==> config.mk <==
export PLATFORM = sky130hd
export DESIGN_NAME = transmultiplexer_unit
export DESIGN_NICKNAME = d
export VERILOG_FILES = /design/src/rtl/fault_action_pkg.sv /design/src/rtl/fault_action_if.sv /design/src/rtl/action_matrix.sv /design/src/rtl/transmultiplexer_unit.sv
export SDC_FILE = /design/constraint.sdc
export NUM_CORES = 1
export LEC_CHECK = 0
export BUFFER_PORTS_ARGS = -buffer_cell sky130_fd_sc_hd__buf_2
export CAP_MARGIN = 5
export CORE_ASPECT_RATIO = 1.2
export CORE_MARGIN = 10
export CORE_UTILIZATION = 30
export CTS_CLUSTER_DIAMETER = 150
export CTS_CLUSTER_SIZE = 20
export DETAILED_ROUTE_END_ITERATION = 12
export SKIP_CTS_REPAIR_TIMING = 1
export SYNTH_ARGS = -nofsm -noshare
export SYNTH_HDL_FRONTEND = slang
export SYNTH_SLANG_ARGS = --single-unit
==> constraint.sdc <==
create_clock -name aclk -period 4.2 [get_ports aclk]
set_input_delay 0 -clock aclk [delete_from_list [all_inputs] [get_ports aclk]]
set_output_delay 0 -clock aclk [all_outputs]
set_load 0.02 [all_outputs]
==> src/rtl/fault_action_pkg.sv <==
package fault_action_pkg;

   // Register byte offsets.
   localparam logic [7:0] OFS_CTRL = 8'h00;
   localparam logic [7:0] OFS_FAULT = 8'h04;
   localparam logic [7:0] OFS_ACTION = 8'h08;
   localparam logic [7:0] OFS_CHAN_ALM = 8'h0C;
   localparam logic [7:0] OFS_BLOCK = 8'h10;

   // Control register field positions.
   localparam int CTRL_SRC_LO = 0;
   localparam int CTRL_SRC_HI = 1;
   localparam int CTRL_FREERUN_EN = 2;
   localparam int CTRL_REG_PRESENT = 3;
   localparam int CTRL_AIS_FRAME = 4;
   localparam int CTRL_TDMA_NOBUF = 5;
   localparam int CTRL_SYS_REMOTE = 6;
   localparam int CTRL_SYS_AIS = 7;
   localparam int CTRL_SYS_BLOCK = 8;
   localparam int CTRL_SYS_PILOT = 9;
   localparam int CTRL_PWR_PILOT = 10;
   localparam int CTRL_ERR_HIGH = 11;
   localparam int CTRL_WIDTH = 12;
   localparam logic [CTRL_WIDTH-1:0] CTRL_RESET = 12'h004;

   // Fault vector bit positions.
   localparam int F_LOS = 0;
   localparam int F_LOF = 1;
   localparam int F_ERR = 2;
   localparam int F_RAI = 3;
   localparam int F_AIS = 4;
   localparam int F_PILOT0 = 5;
   localparam int F_PILOT1 = 6;
   localparam int F_LVL = 7;
   localparam int F_PWR = 8;
   localparam int F_SYS = 9;
   localparam int F_SYNC = 10;
   localparam int F_WIDTH = 11;

   // Channel and group layout.
   localparam int NUM_CHAN = 24;
   localparam int GROUP_CHAN = 12;
   localparam int NUM_GROUP = 2;

   typedef enum logic [1:0] {
      SRC_INTERNAL = 2'b00,
      SRC_EXTERNAL = 2'b01,
      SRC_PCM = 2'b10,
      SRC_FREERUN = 2'b11
   } clk_src_t;

   typedef enum logic [1:0] {
      AX_IDLE = 2'b00,
      AX_WRESP = 2'b01,
      AX_RDATA = 2'b10
   } ax_state_t;

endpackage

==> src/rtl/fault_action_if.sv <==
interface fault_action_if;
   import fault_action_pkg::*;
   logic [F_WIDTH-1:0] fault;
   logic [CTRL_WIDTH-1:0] ctrl;
   logic [NUM_CHAN-1:0] chan_alarm;
   logic prompt_alarm;
   logic remote_alarm;
   logic ais_send;
   logic [NUM_CHAN-1:0] block_pcm_fdm;
   logic [NUM_CHAN-1:0] block_fdm_pcm;
   logic pilot_cut;
   modport matrix (input fault, input ctrl, input chan_alarm, output prompt_alarm,
      output remote_alarm, output ais_send, output block_pcm_fdm, output block_fdm_pcm,
      output pilot_cut);
   modport top (output fault, output ctrl, output chan_alarm, input prompt_alarm,
      input remote_alarm, input ais_send, input block_pcm_fdm, input block_fdm_pcm,
      input pilot_cut);
endinterface

==> src/rtl/action_matrix.sv <==
module action_matrix
   import fault_action_pkg::*;
(
   // Clock and reset
   input wire logic aclk,
   input wire logic aresetn,
   // Fault and action carrier
   fault_action_if.matrix fa
);

   typedef struct packed {
      logic prompt;
      logic remote;
      logic ais;
      logic [NUM_CHAN-1:0] blk_pf;
      logic [NUM_CHAN-1:0] blk_fp;
      logic cut;
   } mat_state_t;

   mat_state_t s_r;
   mat_state_t s_nxt;

   always_comb begin
      logic ais_rx;
      logic pcm_fail;
      logic sys;
      logic [NUM_CHAN-1:0] pilot_ch;
      ais_rx = fa.fault[F_AIS] & fa.ctrl[CTRL_AIS_FRAME];
      pcm_fail = fa.fault[F_LOS] | fa.fault[F_LOF];
      sys = fa.fault[F_SYS];
      // Channels 1-12 follow group 1, 13-24 group 2.
      pilot_ch = {{GROUP_CHAN{fa.fault[F_PILOT1]}}, {GROUP_CHAN{fa.fault[F_PILOT0]}}};
      s_nxt = s_r;
      // Each action is the OR of its causes and drops once they have cleared.
      s_nxt.prompt = (~ais_rx & (pcm_fail | fa.fault[F_ERR]))
         | fa.fault[F_RAI]
         | ais_rx
         | fa.fault[F_PILOT0] | fa.fault[F_PILOT1]
         | (fa.fault[F_LVL] & fa.ctrl[CTRL_REG_PRESENT])
         | fa.fault[F_PWR]
         | sys
         | fa.fault[F_SYNC];
      s_nxt.remote = pcm_fail | fa.fault[F_ERR]
         | (sys & fa.ctrl[CTRL_SYS_REMOTE]);
      s_nxt.blk_pf = {NUM_CHAN{pcm_fail | ais_rx | (sys & fa.ctrl[CTRL_SYS_BLOCK])}};
      s_nxt.blk_fp = pilot_ch | {NUM_CHAN{sys & fa.ctrl[CTRL_SYS_BLOCK]}};
      // AIS only when every channel of the stream is in alarm, or on system failure with CTRL_SYS_AIS set.
      s_nxt.ais = (&(fa.chan_alarm | pilot_ch)) | (sys & fa.ctrl[CTRL_SYS_AIS]);
      s_nxt.cut = (fa.fault[F_PWR] & fa.ctrl[CTRL_PWR_PILOT])
         | (sys & fa.ctrl[CTRL_SYS_PILOT]);
      if (!aresetn) begin
         s_nxt = '0;
      end
   end

   always_ff @(posedge aclk) begin
      s_r <= s_nxt;
   end

   assign fa.prompt_alarm = s_r.prompt;
   assign fa.remote_alarm = s_r.remote;
   assign fa.ais_send = s_r.ais;
   assign fa.block_pcm_fdm = s_r.blk_pf;
   assign fa.block_fdm_pcm = s_r.blk_fp;
   assign fa.pilot_cut = s_r.cut;

   property p_rai_only_prompt;
      @(posedge aclk) disable iff (!aresetn)
      (fa.fault == (F_WIDTH'(1) << F_RAI) && fa.chan_alarm != '1) |=> (fa.prompt_alarm
         && !fa.remote_alarm && !fa.ais_send && fa.block_pcm_fdm == '0 && !fa.pilot_cut);
   endproperty
   a_rai_only_prompt: assert property (p_rai_only_prompt) else $error("rai misaction");

   property p_lof_actions;
      @(posedge aclk) disable iff (!aresetn)
      (fa.fault[F_LOF] && !fa.fault[F_AIS]) |=> (fa.prompt_alarm && fa.remote_alarm
         && &fa.block_pcm_fdm);
   endproperty
   a_lof_actions: assert property (p_lof_actions) else $error("lof actions missing");

   property p_ais_suppress;
      @(posedge aclk) disable iff (!aresetn)
      (fa.fault == ((F_WIDTH'(1) << F_AIS) | (F_WIDTH'(1) << F_ERR))
         && !fa.ctrl[CTRL_AIS_FRAME]) |=> fa.prompt_alarm;
   endproperty
   a_ais_suppress: assert property (p_ais_suppress) else $error("err alarm lost");

   property p_pilot_block;
      @(posedge aclk) disable iff (!aresetn)
      fa.fault[F_PILOT0] |=> (fa.block_fdm_pcm[GROUP_CHAN-1:0] == '1 && fa.prompt_alarm);
   endproperty
   a_pilot_block: assert property (p_pilot_block) else $error("pilot block missing");

   property p_ais_all;
      @(posedge aclk) disable iff (!aresetn)
      (fa.chan_alarm == '1) |=> fa.ais_send;
   endproperty
   a_ais_all: assert property (p_ais_all) else $error("ais not sent");

   property p_lvl_gate;
      @(posedge aclk) disable iff (!aresetn)
      (fa.fault == (F_WIDTH'(1) << F_LVL))
         |=> (fa.prompt_alarm == $past(fa.ctrl[CTRL_REG_PRESENT]));
   endproperty
   a_lvl_gate: assert property (p_lvl_gate) else $error("level alarm gating");

   property p_pwr;
      @(posedge aclk) disable iff (!aresetn)
      (fa.fault[F_PWR] && !fa.fault[F_SYS])
         |=> (fa.prompt_alarm && fa.pilot_cut == $past(fa.ctrl[CTRL_PWR_PILOT]));
   endproperty
   a_pwr: assert property (p_pwr) else $error("power actions");

   property p_clear;
      @(posedge aclk) disable iff (!aresetn)
      (fa.fault == '0 && fa.chan_alarm != '1) [*2] |=> (!fa.prompt_alarm && !fa.remote_alarm);
   endproperty
   a_clear: assert property (p_clear) else $error("alarm not cleared");

   property p_sync;
      @(posedge aclk) disable iff (!aresetn)
      fa.fault[F_SYNC] |=> fa.prompt_alarm;
   endproperty
   a_sync: assert property (p_sync) else $error("sync alarm missing");

   c_lof: cover property (@(posedge aclk) disable iff (!aresetn)
      fa.fault[F_LOF] ##1 fa.remote_alarm);
   c_ais: cover property (@(posedge aclk) disable iff (!aresetn) fa.ais_send);
   c_cut: cover property (@(posedge aclk) disable iff (!aresetn) fa.pilot_cut);

endmodule

==> src/rtl/transmultiplexer_unit.sv <==
// What this block does
// - PCM channels 1-12 map to group 1, channels 13-24 to group 2.
// - Timing comes from internal clock, external reference, or incoming PCM.
// - On external reference loss, the locked oscillator may keep running free.
// - Local alarm on synchronization system fault or missing external reference.
// - TDMA without Doppler buffers times outgoing streams from terminal sync.
// - An action is raised when any active fault calls for it.
// - Frame loss or signal loss: prompt alarm, remote alarm, block PCM-to-FDM.
// - Excess error ratio: prompt alarm and remote alarm; threshold selectable.
// - Remote alarm received: prompt alarm only.
// - Remote alarm travels in data link bits, read alike at both ends.
// - AIS received: prompt alarm and PCM-to-FDM blocking, where framing allows.
// - During AIS, suppress prompt alarms from frame loss, signal loss, errors.
// - Missing group pilot: prompt alarm, block its channels; they count as alarmed for AIS.
// - Send AIS only when all 24 channels of the stream alarm, or on system failure with CTRL_SYS_AIS set.
// - Pilot level deviation alarm only when level regulation is present.
// - Power failure: prompt alarm, optionally cut pilot toward remote terminal.
// - System failure: prompt alarm; further actions chosen per application.
// - Behave as a peer multiplex toward PCM and peer translator toward FDM.
//
// The register offsets and the AXI4-Lite interface to the registers were decided locally.
module transmultiplexer_unit
   import fault_action_pkg::*;
(
   // Clock and reset
   input wire logic aclk,
   input wire logic aresetn,
   // AXI4-Lite write address
   input wire logic [7:0] s_axi_awaddr,
   input wire logic s_axi_awvalid,
   output logic s_axi_awready,
   // AXI4-Lite write data
   input wire logic [31:0] s_axi_wdata,
   input wire logic [3:0] s_axi_wstrb,
   input wire logic s_axi_wvalid,
   output logic s_axi_wready,
   // AXI4-Lite write response
   output logic [1:0] s_axi_bresp,
   output logic s_axi_bvalid,
   input wire logic s_axi_bready,
   // AXI4-Lite read address
   input wire logic [7:0] s_axi_araddr,
   input wire logic s_axi_arvalid,
   output logic s_axi_arready,
   // AXI4-Lite read data
   output logic [31:0] s_axi_rdata,
   output logic [1:0] s_axi_rresp,
   output logic s_axi_rvalid,
   input wire logic s_axi_rready,
   // Fault detector inputs (from pins, asynchronous)
   input wire logic los_in,
   input wire logic lof_in,
   input wire logic err_e4_in,
   input wire logic err_e3_in,
   input wire logic rai_in,
   input wire logic ais_in,
   input wire logic [1:0] pilot_absent_in,
   input wire logic pilot_level_in,
   input wire logic power_fail_in,
   input wire logic system_fail_in,
   input wire logic sync_fault_in,
   input wire logic ext_ref_present_in,
   input wire logic pcm_lock_in,
   input wire logic tdma_sync_present_in,
   input wire logic [23:0] chan_alarm_in,
   // Consequent actions
   output logic prompt_alarm,
   output logic remote_alarm_dl,
   output logic ais_send,
   output logic [23:0] block_pcm_fdm,
   output logic [23:0] block_fdm_pcm,
   output logic pilot_cut,
   output logic local_alarm,
   output logic [1:0] clk_src_sel
);

   localparam int NSYNC = 15 + NUM_CHAN;

   typedef struct packed {
      logic [NSYNC-1:0] s1;
      logic [NSYNC-1:0] s2;
      logic [CTRL_WIDTH-1:0] ctrl;
      ax_state_t ax;
      logic aw_got;
      logic w_got;
      logic [7:0] awaddr;
      logic [31:0] wdata;
      logic [3:0] wstrb;
      logic [31:0] rdata;
      logic [1:0] resp;
      logic [1:0] src;
      logic local_alm;
   } top_state_t;

   top_state_t s_r;
   top_state_t s_nxt;
   fault_action_if fa ();

   logic [NSYNC-1:0] raw;
   logic [NSYNC-1:0] sy;
   logic ext_ok;
   logic pcm_ok;
   logic tdma_ok;
   logic [F_WIDTH-1:0] fault_v;

   assign raw = {chan_alarm_in, tdma_sync_present_in, pcm_lock_in, ext_ref_present_in,
      sync_fault_in, system_fail_in, power_fail_in, pilot_level_in, pilot_absent_in, ais_in,
      rai_in, err_e3_in, err_e4_in, lof_in, los_in};
   assign sy = s_r.s2;
   assign ext_ok = sy[12];
   assign pcm_ok = sy[13];
   assign tdma_ok = sy[14];

   // The selected threshold picks which error detector counts.
   always_comb begin
      fault_v = '0;
      fault_v[F_LOS] = sy[0];
      fault_v[F_LOF] = sy[1];
      fault_v[F_ERR] = s_r.ctrl[CTRL_ERR_HIGH] ? sy[3] : sy[2];
      fault_v[F_RAI] = sy[4];
      fault_v[F_AIS] = sy[5];
      fault_v[F_PILOT0] = sy[6];
      fault_v[F_PILOT1] = sy[7];
      fault_v[F_LVL] = sy[8];
      fault_v[F_PWR] = sy[9];
      fault_v[F_SYS] = sy[10];
      fault_v[F_SYNC] = s_r.local_alm;
   end

   assign fa.fault = fault_v;
   assign fa.ctrl = s_r.ctrl;
   assign fa.chan_alarm = sy[NSYNC-1:15];

   action_matrix u_matrix (
      .aclk(aclk),
      .aresetn(aresetn),
      .fa(fa.matrix)
   );

   always_comb begin
      logic [1:0] req;
      logic aw_take;
      logic w_take;
      s_nxt = s_r;
      req = s_r.ctrl[CTRL_SRC_HI:CTRL_SRC_LO];
      aw_take = s_axi_awvalid & ~s_r.aw_got & (s_r.ax == AX_IDLE);
      w_take = s_axi_wvalid & ~s_r.w_got & (s_r.ax == AX_IDLE);
      // Two-stage synchroniser; only stage two feeds logic.
      s_nxt.s1 = raw;
      s_nxt.s2 = s_r.s1;

      // Timing source selection with free-run fallback.
      if (s_r.ctrl[CTRL_TDMA_NOBUF]) begin
         s_nxt.src = tdma_ok ? SRC_EXTERNAL : SRC_FREERUN;
      end else if (req == SRC_EXTERNAL) begin
         s_nxt.src = ext_ok ? SRC_EXTERNAL
            : (s_r.ctrl[CTRL_FREERUN_EN] ? SRC_FREERUN : SRC_INTERNAL);
      end else if (req == SRC_PCM) begin
         // Without lock the remote end is expected to loop its timing.
         s_nxt.src = pcm_ok ? SRC_PCM : SRC_INTERNAL;
      end else begin
         s_nxt.src = SRC_INTERNAL;
      end
      s_nxt.local_alm = sy[11] | (req == SRC_EXTERNAL & ~ext_ok)
         | (s_r.ctrl[CTRL_TDMA_NOBUF] & ~tdma_ok);

      // AXI4-Lite write: address and data taken in either order.
      if (aw_take) begin
         s_nxt.aw_got = 1'b1;
         s_nxt.awaddr = s_axi_awaddr;
      end
      if (w_take) begin
         s_nxt.w_got = 1'b1;
         s_nxt.wdata = s_axi_wdata;
         s_nxt.wstrb = s_axi_wstrb;
      end
      case (s_r.ax)
         AX_IDLE: begin
            if (s_r.aw_got && s_r.w_got) begin
               s_nxt.aw_got = 1'b0;
               s_nxt.w_got = 1'b0;
               s_nxt.ax = AX_WRESP;
               s_nxt.resp = 2'h2;
               if (s_r.awaddr == OFS_CTRL) begin
                  s_nxt.resp = 2'h0;
                  if (s_r.wstrb[0]) begin
                     s_nxt.ctrl[7:0] = s_r.wdata[7:0];
                  end
                  if (s_r.wstrb[1]) begin
                     s_nxt.ctrl[CTRL_WIDTH-1:8] = s_r.wdata[CTRL_WIDTH-1:8];
                  end
               end else if (s_r.awaddr == OFS_FAULT || s_r.awaddr == OFS_ACTION
                  || s_r.awaddr == OFS_CHAN_ALM || s_r.awaddr == OFS_BLOCK) begin
                  s_nxt.resp = 2'h0;
               end
            end else if (s_axi_arvalid) begin
               s_nxt.ax = AX_RDATA;
               s_nxt.resp = 2'h0;
               case (s_axi_araddr)
                  OFS_CTRL: s_nxt.rdata = 32'(s_r.ctrl);
                  OFS_FAULT: s_nxt.rdata = 32'(fault_v);
                  OFS_ACTION: s_nxt.rdata = {24'h000000, s_r.src, fa.pilot_cut,
                     s_r.local_alm, fa.ais_send, fa.remote_alarm, fa.prompt_alarm, 1'b0};
                  OFS_CHAN_ALM: s_nxt.rdata = {8'h00, sy[NSYNC-1:15]};
                  OFS_BLOCK: s_nxt.rdata = {8'h00, fa.block_pcm_fdm | fa.block_fdm_pcm};
                  default: begin
                     s_nxt.rdata = 32'h00000000;
                     s_nxt.resp = 2'h2;
                  end
               endcase
            end
         end
         AX_WRESP: begin
            if (s_axi_bready) begin
               s_nxt.ax = AX_IDLE;
            end
         end
         AX_RDATA: begin
            if (s_axi_rready) begin
               s_nxt.ax = AX_IDLE;
            end
         end
         default: s_nxt.ax = AX_IDLE;
      endcase
      if (!aresetn) begin
         s_nxt = '0;
         s_nxt.ctrl = CTRL_RESET;
      end
   end

   always_ff @(posedge aclk) begin
      s_r <= s_nxt;
   end

   assign s_axi_awready = ~s_r.aw_got & (s_r.ax == AX_IDLE);
   assign s_axi_wready = ~s_r.w_got & (s_r.ax == AX_IDLE);
   assign s_axi_arready = (s_r.ax == AX_IDLE) & ~(s_r.aw_got & s_r.w_got);
   assign s_axi_bvalid = (s_r.ax == AX_WRESP);
   assign s_axi_bresp = s_r.resp;
   assign s_axi_rvalid = (s_r.ax == AX_RDATA);
   assign s_axi_rresp = s_r.resp;
   assign s_axi_rdata = s_r.rdata;

   // Peer-like behaviour comes from the matrix outputs driven straight to pins.
   assign prompt_alarm = fa.prompt_alarm;
   assign remote_alarm_dl = fa.remote_alarm;
   assign ais_send = fa.ais_send;
   assign block_pcm_fdm = fa.block_pcm_fdm;
   assign block_fdm_pcm = fa.block_fdm_pcm;
   assign pilot_cut = fa.pilot_cut;
   assign local_alarm = s_r.local_alm;
   assign clk_src_sel = s_r.src;

   property p_freerun;
      @(posedge aclk) disable iff (!aresetn)
      (s_r.ctrl[CTRL_SRC_HI:CTRL_SRC_LO] == SRC_EXTERNAL && !ext_ok && !s_r.ctrl[CTRL_TDMA_NOBUF]
         && s_r.ctrl[CTRL_FREERUN_EN]) |=> (clk_src_sel == SRC_FREERUN);
   endproperty
   a_freerun: assert property (p_freerun) else $error("no free-run fallback");

   property p_local;
      @(posedge aclk) disable iff (!aresetn)
      (s_r.ctrl[CTRL_SRC_HI:CTRL_SRC_LO] == SRC_EXTERNAL && !ext_ok) |=> ##1 prompt_alarm;
   endproperty
   a_local: assert property (p_local) else $error("lost reference not alarmed");

   c_free: cover property (@(posedge aclk) disable iff (!aresetn) clk_src_sel == SRC_FREERUN);
   c_rd: cover property (@(posedge aclk) disable iff (!aresetn) s_axi_rvalid && s_axi_rready);

endmodule

# After elaboration in Yosys (flattened, before gate mapping)
# Cells that the tools add are included.
[totals]
elab_cells = 118
out_inout_bits = 96
register_bits = 174
input_bits = 98
[op_classes]
eq_ne = 15
n_bitwise = 45
reduce_logical = 15
n_mux = 23
[ops]
columns = ["cell", "n"]
rows = [
  ["24-bit one-hot mux with 5 select lines", 1],
  ["24-bit bitwise OR", 3],
  ["2-bit 2-to-1 mux", 18],
  ["8-bit by 4-bit equality test with 1-bit output (second input constant)", 4],
  ["24-bit AND reduction", 1],
  ["1-bit bitwise AND", 18],
  ["1-bit bitwise OR", 17],
  ["8-bit by 3-bit equality test with 1-bit output (second input constant)", 2],
  ["8-bit by 5-bit equality test with 1-bit output (second input constant)", 2],
  ["8-bit zero test", 2],
  ["4-bit AND reduction", 2],
  ["1-bit NOT", 7],
  ["2-bit one-hot mux with 3 select lines", 1],
  ["3-bit AND reduction", 2],
  ["5-bit OR reduction", 1],
  ["2-bit by 1-bit equality test with 1-bit output (second input constant)", 2],
  ["2-bit equality test (second input constant)", 2],
  ["2-bit by 1-bit inequality test with 1-bit output (second input constant)", 2],
  ["1-bit logical OR", 3],
  ["1-bit 2-to-1 mux", 3],
  ["3-bit inequality test (second input constant)", 1],
  ["2-bit zero test", 1],
  ["2-bit AND reduction", 1],
  ["2-bit nonzero test", 1],
  ["1-bit logical AND", 1],
]

# Logic depth before layout (Yosys ltp)
[depth]
depth_word = 11
depth_mapped = 7
depth_no_buf = 4

# Hierarchy
# Synthesis repeated with hierarchy kept, for this count alone.
[unflattened]
cells_unflattened = 655
area_unflattened_um2 = 6075.8
[modules_own_cells]
columns = ["module", "cells_each", "seq_area_each_um2", "instances", "area_each_um2"]
rows = [
  ["transmultiplexer_unit", 577, 2882.8, 1, 5429.0],
  ["action_matrix", 78, 140.1, 1, 646.9],
]

# Worst setup path after synthesis
# No wires, ideal clock.
[synth_timing]
kind = "register -> register"
start = "reg s_r[83] in the netlist's numbering"
end = "reg s_r (netlist bit s_axi_rdata[10])"
setup_slack_ns = 2.302
synth_period_minus_slack_ns = 1.898
arrival_ns = 1.782
path_buffers = 1
required_time_ns = 4.083
setup_ns = 0.117
path_stages_with_launch = 6
path_cell_list = "dfxtp_1 -> or2_2 -> a21oi_1 -> a21oi_1 -> clkbuf_1 -> a22o_1"
[synth_via]
elab_chain_len = 2
[synth_lines]
columns = ["item", "line_no", "rtl"]
rows = [
  ["from (decl)", "transmultiplexer_unit.sv:95", "top_state_t s_r;"],
  ["from (signal assigned)", "transmultiplexer_unit.sv:232", "s_r <= s_nxt;"],
  ["2-bit zero test", "transmultiplexer_unit.sv:177", "case (s_r.ax)"],
  ["3-bit AND reduction (no line)", "n/a", ""],
]
# Every way passes these cells.
# A chain may end at the register's enable or synchronous reset.

# Final worst setup path
[layout_timing]
start = "reg s_r[78] in the netlist's numbering"
end = "reg s_r (netlist bit s_axi_bresp[1])"
[layout_via]
elab_chain_len = 7
elab_cells_between_ends = 11
classes_between = "4 x eq/ne; 3 x mux; 4 x reduce/logical"
[layout_lines]
columns = ["item", "line_no", "rtl"]
rows = [
  ["8-bit by 3-bit equality test with 1-bit output or 8-bit by 4-bit equality test with 1-bit output (tied branches)", "transmultiplexer_unit.sv:192", "end else if (s_r.awaddr == OFS_FAULT || s_r.awaddr == OFS_ACTION"],
  ["1-bit logical OR", "transmultiplexer_unit.sv:192", ""],
  ["1-bit logical OR (2 in series)", "transmultiplexer_unit.sv:193", "|| s_r.awaddr == OFS_CHAN_ALM || s_r.awaddr == OFS_BLOCK) begin"],
  ["2-bit 2-to-1 mux", "transmultiplexer_unit.sv:192", ""],
  ["2-bit 2-to-1 mux (*)", "transmultiplexer_unit.sv:184", "if (s_r.awaddr == OFS_CTRL) begin"],
  ["2-bit 2-to-1 mux (*)", "transmultiplexer_unit.sv:179", "if (s_r.aw_got && s_r.w_got) begin"],
]
# Every way passes the cells marked *; elsewhere a longest branch is shown, timed or not.

==> results.json <==
{
  "skew_ns": 0.0115,
  "vdd_drop_max_mv": 0.247,
  "ff_latch_area_um2": 3020,
  "firstDrtPassIters": 5,
  "gr-total-overflow": 0,
  "die_w_um": 149,
  "clk_latency_ns": 0.42,
  "synthFlopType": "dfxtp_1",
  "power.density_nw_per_um2": 428,
  "area_growth_syn_to_layout_pct": 27.4,
  "utilization_pct": 39.0,
  "finalSetupViolations": 0,
  "power_leakage_nw": 3.20,
  "path_max_fanout": 13,
  "r2r-start": "s_r[78]",
  "vias": 4687,
  "post_drt_wl_per_cell_um": 15.1,
  "drive_gt1_share_pct": 27.4,
  "synth_edf_count": 0,
  "synth_cell_type_count": 45,
  "synth-seq-cells": 151,
  "end_kind": "flop",
  "met3_usage_pct": 4.99,
  "core_area_um2": 19500,
  "yosysSeqAreaShare_pct": 50.5,
  "cp.arrival_ns": 2.63,
  "wirelength_um": 15700,
  "syn_inst": 624,
  "clockRootBuffer": "clkbuf_16",
  "grt_start_max_net_pins": 84,
  "cp-startpoint": "s_r[78]",
  "p_sw_mw": 0.789,
  "cts_num_sinks": 151,
  "final_nets": 862,
  "synthArstFlopShare_pct": 0,
  "use_met2_pct": 17.5,
  "grt_pass1_wl_um": 24000,
  "antenna_found_initial": 1,
  "grt_use_met1_pct": 14.1,
  "rsz0062_at_grt": "no",
  "grt_busiest_layer": "met2",
  "relSlewSlack_pct": 14.8,
  "ant_nets": 0,
  "die_area_um2": 26000,
  "multiInputGateArea_um2": 2210,
  "switching_share_pct": 24.2,
  "cts_tree": "built",
  "hold_start": "s_axi_arvalid",
  "fmax_mhz": 423,
  "p_int_mw": 2.48,
  "worst_pin_slew_ns": 1.27,
  "htreeDepth": 4,
  "grt_pass1_vias": 4434,
  "syn_avg_cell_area_um2": 9.59,
  "maxCapViolCount": 0,
  "dp_hpwl_um": 11600,
  "clock_tree.buffer_depth": 2,
  "diodes": 0,
  "dieHeight_um": 175,
  "hold_path.class": "in2reg",
  "syn-cell-area_um2": 5980,
  "p_seq_share_pct": 46.7,
  "layout_worst_path_cycle_share_pct": 56.3,
  "place_congestion": 0.784,
  "ios": 194,
  "clkTransAtPathRegs_ns": 0.06,
  "combinationalPowerShare_pct": 9.7,
  "fin_tns_setup_ns": 0,
  "period_minus_slack_ns": 2.37,
  "cp-start-kind": "flop",
  "slew_viol_final": 0,
  "crit_required_ns": 4.47,
  "worst-setup-path-type": "reg2reg",
  "track_usage_pct": 11.6,
  "num_rows": 56,
  "power_frac_clock_pct": 43.5,
  "yosys_warnings": 0,
  "finalHoldViolations": 0,
  "drt_iter0_drc": 237,
  "status": "complete, no violations",
  "drc": 0,
  "io_buffer_count": 161,
  "start_util_pct": 30.6,
  "nFillCells": 1953,
  "numCtsBuffers": 17,
  "routed_via_density": 4.52
}
[routing by layer]
layer / vias up / share of wire [%] / wire [um]
met1: 2119 / 44 / 6900
li1: 2347 / - / -
met4: 0 / 2.6 / 405
met3: 29 / 8.5 / 1330
met2: 192 / 45 / 7080
met5: - / 0 / 0
[critical path, stage by stage (launching register included)]
cell     delay, ns
dfxtp_1       0.31
or4_1         0.55
nor3_1        0.98
a221o_1       0.31
a21oi_1       0.07
[logic make-up (layout without fill, tap and decap cells)]
kind of cell | Yosys count | count (layout) | synth area share (%)
simple gates | 202 | 202 | 18.6
flops | 151 | 151 | 50.5
compound gates | 136 | 136 | 15.2
buf+inv | 121 | 265 | 13.3
mux | 13 | 13 | 2.34
other cells | 1 | 10 | 0.0627
[layout by cell type, fill, tap and decap left out, types with 8 or more instances in the layout]
cell type	n
clkbuf_16	17
dlygate4sd3_1	66
nor2_1	13
mux2_2	8
and2_1	80
a22o_1	12
o2bb2ai_1	12
o31ai_1	11
a21oi_1	53
buf_2	161
o22ai_1	13
a22oi_1	19
nand2_1	55
dfxtp_1	151
nor3_1	9
nand4_1	18
conb_1	10
[power by group through the flow]
stage	clock network, mW	registers [mW]	logic [mW]
final	1.42	1.53	0.317
after global routing	1.53	1.53	0.352
after CTS	1.46	1.53	0.271
after detailed placement	0	1.56	0.270
after global placement	0	1.56	0.267
after floorplan	0	1.55	0.207
[synth_stat cells (2+ instances only)]
cell type | instances | area (um2)
a22oi_1 | 19 | 143
and2_1 | 80 | 500
nor3_1 | 9 | 45.0
clkbuf_1 | 24 | 90.1
o2bb2ai_1 | 12 | 105
nor2_1 | 13 | 48.8
a211oi_1 | 4 | 30.0
o22ai_1 | 13 | 81.3
nand4_1 | 18 | 113
nor2b_1 | 4 | 25.0
or2_2 | 3 | 18.8
buf_4 | 83 | 623
buf_2 | 5 | 25.0
mux2_2 | 8 | 90.1
buf_6 | 3 | 33.8
a21oi_1 | 54 | 270
nand2b_1 | 3 | 18.8
nand3_1 | 2 | 10.0
o21a_1 | 2 | 15.0
o31ai_1 | 11 | 82.6
inv_1 | 2 | 7.51
dfxtp_1 | 151 | 3020
o21ai_0 | 3 | 15.0
nand2_1 | 55 | 206
mux2i_1 | 5 | 50.1
or4_1 | 3 | 22.5
buf_1 | 3 | 11.3
nor4_1 | 4 | 25.0
a22o_1 | 12 | 105
[per-stage QoR]
stage | instances | power (mW) | worst slack, ns | cell area, um2 | hold slack (ns)
2_1_floorplan | 633 | 1.75 | 2.30 | 6020 | 0.127
6_report | 1038 | 3.27 | 1.83 | 7620 | 0.0426
5_1_grt | 1038 | 3.41 | 1.68 | 7620 | 0.0491
4_1_cts | 972 | 3.25 | 1.89 | 6960 | -0.237
3_5_place_dp | 940 | 1.83 | 1.91 | 6400 | 0.210
3_3_place_gp | 940 | 1.82 | 1.96 | 6400 | 0.208
[registers in the layout, summed over array words and instances (netlist names)]
signal,flops
clk_src_sel,2
fa.ctrl,12
local_alarm,1
s_axi_bresp,1
s_axi_rdata,24
s_r,65
sy,39
u_matrix.fa.ais_send,1
u_matrix.fa.block_fdm_pcm,2
u_matrix.fa.block_pcm_fdm,1
u_matrix.fa.pilot_cut,1
u_matrix.fa.prompt_alarm,1
u_matrix.fa.remote_alarm,1
[final timing paths]
check                         to  slack [ns]  depth (start not counted)
hold reg to reg           sy[24]        0.42                          1
hold / removal    s_axi_bresp[1]        0.04                          5
setup / recovery  s_axi_bresp[1]        1.83                          4
setup reg to reg  s_axi_bresp[1]        1.83                          4
[layout make-up]
cell class / count / share of cell area [%]
sequential: 151 / 39.7
timing repair buffer: 230 / 19.5
clock buffer: 22 / 6.09
inverter: 3 / 0.148
tap: 261 / 4.28
clock inverter: 10 / 1.25
multi-input combinational: 361 / 29.0
(Power assumes the default switching activity.)
